File: config.mk
export PLATFORM = sky130hd
export DESIGN_NAME = spdif_status_tx
export DESIGN_NICKNAME = d
export VERILOG_FILES = /design/src/design/spdif_status_pkg.sv /design/src/design/sub_stream_if.sv /design/src/design/status_buffer2.sv /design/src/design/spdif_status_tx.sv
export SDC_FILE = /design/constraint.sdc
export NUM_CORES = 1
export LEC_CHECK = 0
export BUFFER_PORTS_ARGS = -buffer_cell sky130_fd_sc_hd__clkbuf_2
export CAP_MARGIN = 15
export CELL_PAD_IN_SITES_DETAIL_PLACEMENT = 1
export CELL_PAD_IN_SITES_GLOBAL_PLACEMENT = 1
export CORE_ASPECT_RATIO = 1.25
export CORE_MARGIN = 2
export CORE_UTILIZATION = 35
export CTS_BUF_LIST = sky130_fd_sc_hd__clkbuf_8
export DETAILED_ROUTE_END_ITERATION = 12
export HOLD_SLACK_MARGIN = 0.02
export PLACE_DENSITY = 0.75
export SLEW_MARGIN = 20
export SYNTH_ARGS = -nofsm -noshare
export SYNTH_HDL_FRONTEND = slang
export SYNTH_SLANG_ARGS = --single-unit
File: constraint.sdc
create_clock -name pclk -period 2.8 [get_ports pclk]
set_input_delay 0.56 -clock pclk [delete_from_list [all_inputs] [get_ports pclk]]
set_output_delay 0.56 -clock pclk [all_outputs]
set_load 0.05 [all_outputs]
File: src/design/spdif_status_pkg.sv
// Package with the register map, field layout and reset values of the status builder.
`default_nettype none

package spdif_status_pkg;

    // Register offsets are word indices; the byte address is four times the index.
    localparam logic [5:0] IDX_CONTROL  = 6'h1e;
    localparam logic [5:0] IDX_FORMAT   = 6'h1f;
    localparam logic [5:0] IDX_CATEGORY = 6'h20;
    localparam logic [5:0] IDX_SRC_CHAN = 6'h21;
    localparam logic [5:0] IDX_RATE_ACC = 6'h22;
    localparam logic [5:0] IDX_WORD_LEN = 6'h23;
    localparam logic [5:0] IDX_STATE    = 6'h3f;

    localparam logic [7:0] RST_CONTROL  = 8'h00;
    localparam logic [7:0] RST_FORMAT   = 8'h00;
    localparam logic [7:0] RST_CATEGORY = 8'h00;
    localparam logic [7:0] RST_SRC_CHAN = 8'h00;
    localparam logic [7:0] RST_RATE_ACC = 8'h31;
    localparam logic [7:0] RST_WORD_LEN = 8'h0b;
    localparam logic [7:0] CONTROL_MASK = 8'h07;

    // Control register fields.
    localparam int unsigned CTRL_SRC_LSB = 0;
    localparam int unsigned CTRL_OVW_BIT = 2;

    // Fields of the source/channel, rate/accuracy and word length registers.
    localparam int unsigned SC_SOURCE_NUMBER_LSB = 0;
    localparam int unsigned SC_CH1_LSB    = 4;
    localparam int unsigned SC_CH2_LSB    = 6;
    localparam int unsigned RA_SAMPLE_RATE_CODE_LSB   = 0;
    localparam int unsigned RA_CLK_LSB    = 4;
    localparam int unsigned WL_MAX_BIT    = 0;
    localparam int unsigned WL_LEN_LSB    = 1;
    localparam int unsigned WL_ORIG_LSB   = 4;

    // Source selections.
    localparam logic [1:0] SRC_RECEIVER  = 2'h0;

    // Channel number patterns sent on status bits 23:20.
    localparam logic [3:0] CHAN_NONE  = 4'h0;
    localparam logic [3:0] CHAN_LEFT  = 4'h1;
    localparam logic [3:0] CHAN_RIGHT = 4'h2;

    // Block geometry.
    localparam logic [7:0] LAST_FRAME = 8'hbf;
    localparam logic [7:0] PROG_BITS  = 8'h28;
    localparam int unsigned CS_W      = 40;

    // One outgoing sub-frame as it leaves the builder.
    typedef struct packed {
        logic        block_start;
        logic        subframe;
        logic [23:0] audio;
        logic        validity;
        logic        user;
        logic        status;
        logic        parity;
    } sub_word_s;

    localparam int unsigned SUB_W = $bits(sub_word_s);

endpackage

`default_nettype wire

File: src/design/sub_stream_if.sv
// Interface carrying one valid/ready word stream between the builder and its buffer.
`default_nettype none

interface sub_stream_if #(parameter int unsigned W = 8);
    logic         valid;
    logic         ready;
    logic [W-1:0] data;

    modport source (output valid, output data, input ready);
    modport sink   (input valid, input data, output ready);
endinterface

`default_nettype wire

File: src/design/status_buffer2.sv
// Two-entry buffer that holds finished sub-frames until the serialiser takes them.
`default_nettype none

module status_buffer2
    #(parameter int unsigned W = 8)
    (
    input  wire logic    pclk,
    input  wire logic    presetn,
    sub_stream_if.sink   push,
    sub_stream_if.source pop
    );

    typedef struct packed {
        logic [1:0][W-1:0] slot;
        logic              wr_ptr;
        logic              rd_ptr;
        logic [1:0]        count;
    } buf_s;

    buf_s st_reg;
    buf_s st_next;
    logic do_push;
    logic do_pop;

    assign push.ready = (st_reg.count != 2'h2);
    assign pop.valid  = (st_reg.count != 2'h0);
    assign pop.data   = st_reg.slot[st_reg.rd_ptr];
    assign do_push    = push.valid && push.ready;
    assign do_pop     = pop.valid && pop.ready;

    always_comb begin
        st_next = st_reg;
        if (do_push) begin
            st_next.slot[st_reg.wr_ptr] = push.data;
            st_next.wr_ptr = ~st_reg.wr_ptr;
        end
        if (do_pop) begin
            st_next.rd_ptr = ~st_reg.rd_ptr;
        end
        if (do_push && !do_pop) begin
            st_next.count = st_reg.count + 2'h1;
        end else if (do_pop && !do_push) begin
            st_next.count = st_reg.count - 2'h1;
        end
    end

    always_ff @(posedge pclk or negedge presetn) begin
        if (!presetn) begin
            st_reg <= '0;
        end else begin
            st_reg <= st_next;
        end
    end

endmodule // status_buffer2

`default_nettype wire

File: src/design/spdif_status_tx.sv
// Channel status builder for the S/PDIF transmitter with its APB register bank.
//
// Added by the designer: the APB register port.
`default_nettype none

module spdif_status_tx
    import spdif_status_pkg::*;
    (
    input  wire logic        pclk,
    input  wire logic        presetn,
    input  wire logic        psel,
    input  wire logic        penable,
    input  wire logic        pwrite,
    input  wire logic [7:0]  paddr,
    input  wire logic [31:0] pwdata,
    output logic [31:0]      prdata,
    output logic             pready,
    output logic             pslverr,
    input  wire logic        in_valid,
    output logic             in_ready,
    input  wire logic        in_block_start,
    input  wire logic        in_subframe,
    input  wire logic [23:0] in_audio,
    input  wire logic        in_validity,
    input  wire logic        in_user,
    input  wire logic        in_rx_status,
    output logic             out_valid,
    input  wire logic        out_ready,
    output logic             out_block_start,
    output logic             out_subframe,
    output logic [23:0]      out_audio,
    output logic             out_validity,
    output logic             out_user,
    output logic             out_status,
    output logic             out_parity,
    output logic [1:0]       data_source_sel
    );

    typedef struct packed {
        logic [7:0]  control;
        logic [7:0]  format;
        logic [7:0]  category;
        logic [7:0]  src_chan;
        logic [7:0]  rate_acc;
        logic [7:0]  word_len;
        logic [7:0]  bit_index;
        logic        index_valid;
        logic        ack;
        logic [31:0] rdata;
    } state_s;

    state_s st_reg;
    state_s st_next;

    sub_stream_if #(.W(SUB_W)) push_if ();
    sub_stream_if #(.W(SUB_W)) pop_if ();

    // Bus decode.
    logic [5:0]  reg_word;
    logic        aligned;
    logic        hit;
    logic        apb_access;
    logic        apb_done;
    logic [31:0] read_mux;

    // Sub-frame path.
    logic        accept;
    logic [1:0]  src_sel;
    logic        overwrite;
    logic        pass_recovered;
    logic [7:0]  cur_index;
    logic [CS_W-1:0] block_vec;
    logic        reg_bit;
    logic        status_bit;
    logic        validity_bit;
    logic        user_bit;
    sub_word_s   word;
    sub_word_s   pop_word;

    // Channel number pattern for a two-bit code.
    function automatic logic [3:0] chan_map(input logic [1:0] code);
        logic [3:0] pat;
        pat = CHAN_NONE;
        unique case (code)
            2'h1: pat = CHAN_LEFT;
            2'h2: pat = CHAN_RIGHT;
            2'h0: pat = CHAN_NONE;
            2'h3: pat = CHAN_NONE;
        endcase
        return pat;
    endfunction

    // Programmable part of the block for one sub-frame; only bits 23:20 depend on it.
    function automatic logic [CS_W-1:0] build_block(input state_s s, input logic sub);
        logic [CS_W-1:0] v;
        logic [1:0]      chan_code;
        v = '0;
        chan_code = sub ? s.src_chan[SC_CH2_LSB +: 2] : s.src_chan[SC_CH1_LSB +: 2];
        v[2:0]   = s.format[2:0];
        v[5:3]   = s.format[5:3];
        v[7:6]   = s.format[7:6];
        v[15:8]  = s.category;
        v[19:16] = s.src_chan[SC_SOURCE_NUMBER_LSB +: 4];
        v[23:20] = chan_map(chan_code);
        v[27:24] = s.rate_acc[RA_SAMPLE_RATE_CODE_LSB +: 4];
        v[29:28] = s.rate_acc[RA_CLK_LSB +: 2];
        v[32]    = s.word_len[WL_MAX_BIT];
        v[35:33] = s.word_len[WL_LEN_LSB +: 3];
        v[39:36] = s.word_len[WL_ORIG_LSB +: 4];
        return v;
    endfunction

    // APB decode; every register is one aligned word.
    assign reg_word   = paddr[7:2];
    assign aligned    = (paddr[1:0] == 2'h0);
    assign apb_access = psel && penable;
    assign apb_done   = apb_access && st_reg.ack;

    always_comb begin
        hit = 1'b0;
        if (aligned) begin
            unique case (reg_word)
                IDX_CONTROL,
                IDX_FORMAT,
                IDX_CATEGORY,
                IDX_SRC_CHAN,
                IDX_RATE_ACC,
                IDX_WORD_LEN,
                IDX_STATE: hit = 1'b1;
                default:   hit = 1'b0;
            endcase
        end
    end

    always_comb begin
        read_mux = 32'h0;
        if (aligned) begin
            unique case (reg_word)
                IDX_CONTROL:  read_mux = {24'h0, st_reg.control};
                IDX_FORMAT:   read_mux = {24'h0, st_reg.format};
                IDX_CATEGORY: read_mux = {24'h0, st_reg.category};
                IDX_SRC_CHAN: read_mux = {24'h0, st_reg.src_chan};
                IDX_RATE_ACC: read_mux = {24'h0, st_reg.rate_acc};
                IDX_WORD_LEN: read_mux = {24'h0, st_reg.word_len};
                IDX_STATE:    read_mux = {23'h0, st_reg.index_valid, st_reg.bit_index};
                default:      read_mux = 32'h0;
            endcase
        end
    end

    // The answer waits one cycle so that read data can come straight from a flip-flop.
    assign pready  = apb_done;
    assign pslverr = apb_done && !hit;
    assign prdata  = st_reg.rdata;

    // Source selection and the status bit for the sub-frame at the input.
    assign src_sel         = st_reg.control[CTRL_SRC_LSB +: 2];
    assign overwrite       = st_reg.control[CTRL_OVW_BIT];
    assign data_source_sel = src_sel;
    assign pass_recovered  = (src_sel == SRC_RECEIVER) && !overwrite;

    // A block start restarts the count on the frame that carries it.
    assign cur_index = in_block_start ? 8'h00 : st_reg.bit_index;
    assign block_vec = build_block(st_reg, in_subframe);

    always_comb begin
        reg_bit = 1'b0;
        if (cur_index < PROG_BITS) begin
            reg_bit = block_vec[cur_index[5:0]];
        end else begin
            reg_bit = 1'b0;
        end
    end

    // Validity and user data are only carried over from the receiver path.
    always_comb begin
        if (src_sel == SRC_RECEIVER) begin
            validity_bit = in_validity;
            user_bit     = in_user;
        end else begin
            validity_bit = 1'b0;
            user_bit     = 1'b0;
        end
    end

    assign status_bit = pass_recovered ? in_rx_status : reg_bit;

    always_comb begin
        word             = '0;
        word.block_start = in_block_start;
        word.subframe    = in_subframe;
        word.audio       = in_audio;
        word.validity    = validity_bit;
        word.user        = user_bit;
        word.status      = status_bit;
        word.parity      = ^{in_audio, validity_bit, user_bit, status_bit};
    end

    // A stalled serialiser holds the input back instead of dropping a sub-frame.
    assign push_if.valid = in_valid;
    assign push_if.data  = word;
    assign in_ready      = push_if.ready;
    assign accept        = in_valid && push_if.ready;

    status_buffer2 #(.W(SUB_W)) status_buffer2_inst (
        .pclk    (pclk),
        .presetn (presetn),
        .push    (push_if.sink),
        .pop     (pop_if.source)
    );

    assign pop_if.ready    = out_ready;
    assign out_valid       = pop_if.valid;
    assign pop_word        = pop_if.data;
    assign out_block_start = pop_word.block_start;
    assign out_subframe    = pop_word.subframe;
    assign out_audio       = pop_word.audio;
    assign out_validity    = pop_word.validity;
    assign out_user        = pop_word.user;
    assign out_status      = pop_word.status;
    assign out_parity      = pop_word.parity;

    always_comb begin
        st_next     = st_reg;
        st_next.ack = 1'b0;

        // First access cycle: capture read data, answer on the next one.
        if (apb_access && !st_reg.ack) begin
            st_next.ack   = 1'b1;
            st_next.rdata = read_mux;
        end

        // Writes land only on the edge that completes the transfer.
        if (apb_done && pwrite && hit) begin
            unique case (reg_word)
                IDX_CONTROL:  st_next.control  = pwdata[7:0] & CONTROL_MASK;
                IDX_FORMAT:   st_next.format   = pwdata[7:0];
                IDX_CATEGORY: st_next.category = pwdata[7:0];
                IDX_SRC_CHAN: st_next.src_chan = pwdata[7:0];
                IDX_RATE_ACC: st_next.rate_acc = pwdata[7:0];
                IDX_WORD_LEN: st_next.word_len = pwdata[7:0];
                default:      st_next.control  = st_reg.control;
            endcase
        end

        // Both sub-frames of a frame share one index; it steps after the second.
        if (accept) begin
            if (in_block_start) begin
                st_next.index_valid = 1'b1;
            end
            if (in_subframe) begin
                if (cur_index == LAST_FRAME) begin
                    st_next.bit_index = 8'h00;
                end else begin
                    st_next.bit_index = cur_index + 8'h01;
                end
            end else begin
                st_next.bit_index = cur_index;
            end
        end
    end

    always_ff @(posedge pclk or negedge presetn) begin
        if (!presetn) begin
            st_reg             <= '0;
            st_reg.control     <= RST_CONTROL;
            st_reg.format      <= RST_FORMAT;
            st_reg.category    <= RST_CATEGORY;
            st_reg.src_chan    <= RST_SRC_CHAN;
            st_reg.rate_acc    <= RST_RATE_ACC;
            st_reg.word_len    <= RST_WORD_LEN;
        end else begin
            st_reg <= st_next;
        end
    end

endmodule // spdif_status_tx

`default_nettype wire

After elaboration in Yosys (flattened, before gate mapping) --
Cells that the tools add are included. W data, S select, Z words.
Word-level totals: register bits 149, input bits 76, output and inout bits 68, logic and storage cells 92
Cells by class: add/sub/neg operators 3, magnitude comparators 5, equal/unequal tests 12, multiplexer cells 23, bitwise operators 2, reduce and logical (&&, ||, !) cells 32
Operator list (number):
- $mux W30 | 3
- $pmux W9 S7 | 1
- $bwmux W60 | 1
- $mux W33 | 1
- $demux W30 S1 | 1
- $eq A6 B6 Y1 const B | 5
- $reduce_xor A27 Y1 | 1
- $mux W8 | 3
- $reduce_and A2 Y1 | 7
- $eq A6 B5 Y1 const B | 2
- $logic_and A1 B1 Y1 | 12
- $pmux W4 S3 | 1
- $mux W9 | 1
- $add A8 B1 Y8 const B | 1
- $eq A8 B8 Y1 const B | 1
- $lt A8 B6 Y1 const B | 1
- $lt A6 B7 Y1 const B | 1
- $mux W1 | 7
- $reduce_or A7 Y1 | 1
- $bmux W1 S6 | 1
- $logic_not A2 Y1 | 3
- $mux W2 | 3
- $logic_not A1 Y1 | 5
- $eq A2 B2 Y1 const B | 2
- other kinds (9) | 12

Longest topological paths before layout --
depth in word-level cells 10, mapped depth 9, depth with buffers taken out 9

Hierarchy --
Synthesis repeated with hierarchy kept, for this count alone.
Second synthesis, totals: cell total of the unflattened synthesis 532, area, all modules 7121.8 um2
Modules (own cells, without submodules):
- spdif_status_tx | times used 1, cells an instance 356, area each 4031.4 um2, sequential area each 1559.0 um2
- status_buffer2 | times used 1, cells an instance 176, area each 3090.5 um2, sequential area each 1601.5 um2

Worst setup path before layout --
Ideal clock, no wire load.
path type in2out, start input paddr[7], end output pslverr, arrival 1.964 ns, data required time 2.240 ns, slack 0.276 ns, stages on the path 4, path through buf_1 a21oi_1 o21a_1 nor2b_1
Between the ends: cells in the longest elaborated chain, start to end 6
Ends and longest elaborated chain:
- start, declared | RTL line spdif_status_tx.sv:14 | input wire logic [7:0] paddr,
- $eq A6 B6 Y1 / $eq A6 B5 Y1 (equally long branches) | RTL line spdif_status_tx.sv:122 | unique case (reg_word)
- $reduce_or A7 Y1 (*) | RTL line spdif_status_tx.sv:122
- $mux W1 (*) | RTL line spdif_status_tx.sv:122
- $mux W1 (*) | RTL line spdif_status_tx.sv:121 | if (aligned) begin
- $logic_not A1 Y1 (*) | RTL line spdif_status_tx.sv:153 | assign pslverr = apb_done && !hit;
- $logic_and A1 B1 Y1 (*) | RTL line spdif_status_tx.sv:153
- end, declared | RTL line spdif_status_tx.sv:18 | output logic pslverr,
Mark *: on every way between the ends. The rest lies on a longest branch, timed or not.

Worst setup path after layout --
start register st_reg[34] (netlist bit), end register status_buffer2_inst.st_reg[4] (netlist bit)
Between the ends: cells in the longest elaborated chain, start to end 7
Ends and longest elaborated chain:
- start, declared | RTL line spdif_status_tx.sv:52 | state_s st_reg;
- start signal, assigned | RTL line spdif_status_tx.sv:273 | st_reg <= st_next;
- $mux W8 (*) | RTL line spdif_status_tx.sv:163 | assign cur_index = in_block_start ? 8'h00 : st_reg.bit_index;
- $bmux W1 S6 | RTL line spdif_status_tx.sv:169 | reg_bit = block_vec[cur_index[5:0]];
- $mux W1 (not written as such) | RTL line spdif_status_tx.sv:169
- $mux W1 (*) | RTL line spdif_status_tx.sv:168 | if (cur_index < PROG_BITS) begin
- $mux W1 (*) | RTL line spdif_status_tx.sv:186 | assign status_bit = pass_recovered ? in_rx_status : reg_bit;
- $reduce_xor A27 Y1 (*) | RTL line spdif_status_tx.sv:196 | word.parity = ^{in_audio, validity_bit, user_bit, status_bit};
- $bwmux W60 (*) | RTL line status_buffer2.sv:34 | st_next.slot[st_reg.wr_ptr] = push.data;
- end signal, assigned | RTL line status_buffer2.sv:51 | st_reg <= st_next;
- end, declared | RTL line status_buffer2.sv:20 | buf_s st_reg;
Mark *: on every way between the ends. The rest lies on a longest branch, timed or not. The select of a mux whose other input is x is not followed. A chain may end at the register's enable or synchronous reset.

==> reports/metrics.csv <==
stage;metric;value;unit
power;cell area power density;992;nW/um2
drt;Detailed Routing Iterations Pass 1;4;
placement;Post-DP HPWL;12.6;mm
worst_setup_path;crit-path max FO;17;
worst_setup_path;CP required;3140;ps
synth;EDFF count, synth;0;
finish;FILL cells;2092;
drt;via count;4843;
cts;PostCTS Resize Cnt;0;
global_routing;final global-route overflow total;0;
floorplanning;I/O Pins;144;
cts;number of clock sinks;126;
worst_setup_path;delay-heaviest family, CP;flip-flops;
power;Clock power frac;0.205;
power;Reg power frac;0.341;
cts;clock tree buffer depth;2;
global_routing;met3 Resource Use GR;0.0397;
cts;CTS Root Cell;clkbuf_8;
floorplanning;Initial Util;0.358;
finish;max FFs per register;64;
timing;post-route clock period utilization;0.913;
drt;Vias/cell;5.05;
cts;clk_lat worst skew;450;ps
worst_setup_path;Slowest-stage cell, CP;dfrtp_1;
timing;Tightest Pin Transition;744;ps
synth;mean post-synth cell area;10.9;um2
worst_hold_path;min-delay worst type;input pin to async pin;
synth;Yosys Warn Count;0;
drt;WL final;16.8;mm
finish;nets@finish;792;
global_routing;antenna violations before repair;0;
power;Switching Fraction;0.444;
timing;minimum clock period after layout;2560;ps
synth;Main synth FF type;dfrtp_1;
finish;final instance area;7810;um2
timing;final hold vios;0;
power;switching power total;3.44;mW
power;Tot Pwr;7.75;mW
timing;Worst slew margin;0.504;
power;internal power;4.31;mW
worst_setup_path;worst stage delay on the critical path;820;ps
flow_run;number of max-cap violations;0;
synth;Seq/Total Area, Yosys;0.470;
global_routing;first-pass GRT wire length;27.7;mm
global_routing;met1 usage;0.208;
placement;port buffer count;96;
cts;total CTS buffers;17;
global_routing;overall routing resource usage;0.173;
worst_setup_path;CP arrival;2890;ps
cts;H-tree Lvls;4;
timing;pins over their slew limit;0;
power;Pleak;3.76;nW
worst_setup_path;flop-to-flop setup slack;240;ps
cts;Post-CTS Hold Fix Bufs;0;
global_routing;number of global-route vias before repair;5297;
floorplanning;die width;128;um
drt;remaining antenna violation count;0;
finish;non-filler instance count after layout;959;
status;run status;complete, no violations;
finish;most frequent cells in the layout;dfrtp_1 (120), nand2_1 (114), clkbuf_2 (95);
cts;clk slew on worst S/H paths;80;ps
floorplanning;Rows;56;
synth;Yosys cell types;56;
synth;#FFs+latches synth;126;
drt;DRT iter0 DRCs;177;
timing;Setup-failing EPs final;0;
timing;f_max;391;MHz
placement;placed insts;927;
floorplanning;Core ar.;18800;um2
timing;Setup TNS;0;ps
synth;post-synth top area share;0.446;
worst_setup_path;crit path launch type;register;
synth;Syn Inst Count;615;
placement;routability congestion estimate;0.876;
power;combinational share of power;0.454;
synth;Post-Syn Area;6730;um2
finish;Area growth, synth to finish;16.1;%
finish;Ant. Diodes;0;
worst_setup_path;CP Buf/Inv Count;0;
power;Peak VDD IR;0.409;mV
finish;layout cells sized above 1;0.347;
placement;area post-placement;7420;um2
drt;DRC viols;0;
finish;most common cell after layout, fill and taps aside;dfrtp_1;
worst_setup_path;CP Capture Type;register;
synth;asr flop ratio synth;1.00;
timing;final setup skew;15.9;ps
worst_setup_path;Critical Setup Path Class;register to register;
worst_setup_path;CP Cell Sequence;or4bb_1, a31oi_1, nor4_1, nor2_1, o31ai_4, xnor2_1, mux2_2;
synth;largest cells by area after synthesis;dfrtp_1 (45%), mux2_2 (12%), nand2_1 (6.4%);
global_routing;met2 GRT Util;0.305;
global_routing;largest net degree at the start of global routing;48;
global_routing;Most Crowded Layer GR;met2;
synth;cell taking the most area after synthesis;dfrtp_1;
cts;CTS tree;built;
drt;wire per inst;17.6;um
cts;Post CTS Setup Buffer Count;0;
timing;RSZ-0062 raised after global routing;no;
floorplanning;die height;159;um
floorplanning;die area;20400;um2
through the flow:
stage	worst slack, ps	hold slack (ps)	util
6_report	243	98.0	0.416
5_1_grt	82.6	103	0.416
4_1_cts	260	89.5	0.416
3_5_place_dp	216	464	0.395
3_3_place_gp	244	454	0.395
2_1_floorplan	276	264	-
power groups by stage:
stage,Sequential (mW),Clock (mW),Combinational [mW]
global route,2.71,1.72,3.79
global placement,2.65,0,3.48
floorplan,2.52,0,2.85
detailed placement,2.68,0,3.55
CTS,2.65,1.65,3.57
finish,2.64,1.59,3.52
cell families (layout without fill, tap and decap cells):
family	Yosys count	count (layout)	share of synthesized area
adder cells (fa/ha/maj)	2	2	0.00372
multiplexers	131	131	0.233
buffers and inverters	71	161	0.0625
other	1	23	0.000558
XOR/XNOR	30	30	0.0391
flip-flops	126	126	0.470
AO/OA/AOI/OAI	63	63	0.0579
AND/OR/NAND/NOR	191	191	0.134
Yosys cell counts, types with 2 or more instances:
cell,n
buf_2,6
o21ai_0,22
xor2_1,6
nor4_1,4
a21oi_1,19
a31oi_1,4
or3_1,3
mux2i_1,18
inv_1,6
clkbuf_1,13
or4bb_1,2
nand3b_1,3
nor2_1,26
nand3_1,3
mux2_1,31
mux4_2,10
nor3_1,7
nor2b_1,4
buf_1,7
or2_2,3
ha_1,2
dfrtp_1,120
a22o_1,3
and3_1,3
nand2_1,114
buf_4,35
o22ai_1,2
mux2_2,72
nand4_1,4
or3b_1,2
buf_6,2
dfstp_2,6
nand2b_1,5
o32ai_1,3
xnor2_1,24
layer usage:
| layer | up-vias | part of all wire |
|---|---|---|
| li1 | 2282 | - |
| met5 | - | 0 |
| met2 | 113 | 0.52 |
| met1 | 2428 | 0.42 |
| met3 | 20 | 0.040 |
| met4 | 0 | 0.015 |
final timing paths:
kind | start | to | depth (start not counted)
min in group pclk | in_audio[23] | status_buffer2_inst.st_reg[31] | 3
max in group asynchronous | presetn | block_vec[29] | 2
worst min register to register | status_buffer2_inst.st_reg[16] | status_buffer2_inst.st_reg[16] | 2
worst max register to register | st_reg[34] | status_buffer2_inst.st_reg[4] | 7
worst min-delay path | presetn | status_buffer2_inst.st_reg[11] | 1
worst max-delay path | st_reg[34] | status_buffer2_inst.st_reg[4] | 7
cell type report:
| class | instances | area (um2) | share of cell area |
|---|---|---|---|
| Multi-Input combinational cell | 440 | 3230 | 0.414 |
| Tap cell | 232 | 290 | 0.0372 |
| Clock buffer | 18 | 248 | 0.0317 |
| Clock inverter | 14 | 143 | 0.0183 |
| Sequential cell | 126 | 3160 | 0.405 |
| Inverter | 8 | 30.0 | 0.00384 |
| Timing Repair Buffer | 121 | 708 | 0.0907 |
(Power assumes the default switching activity.)
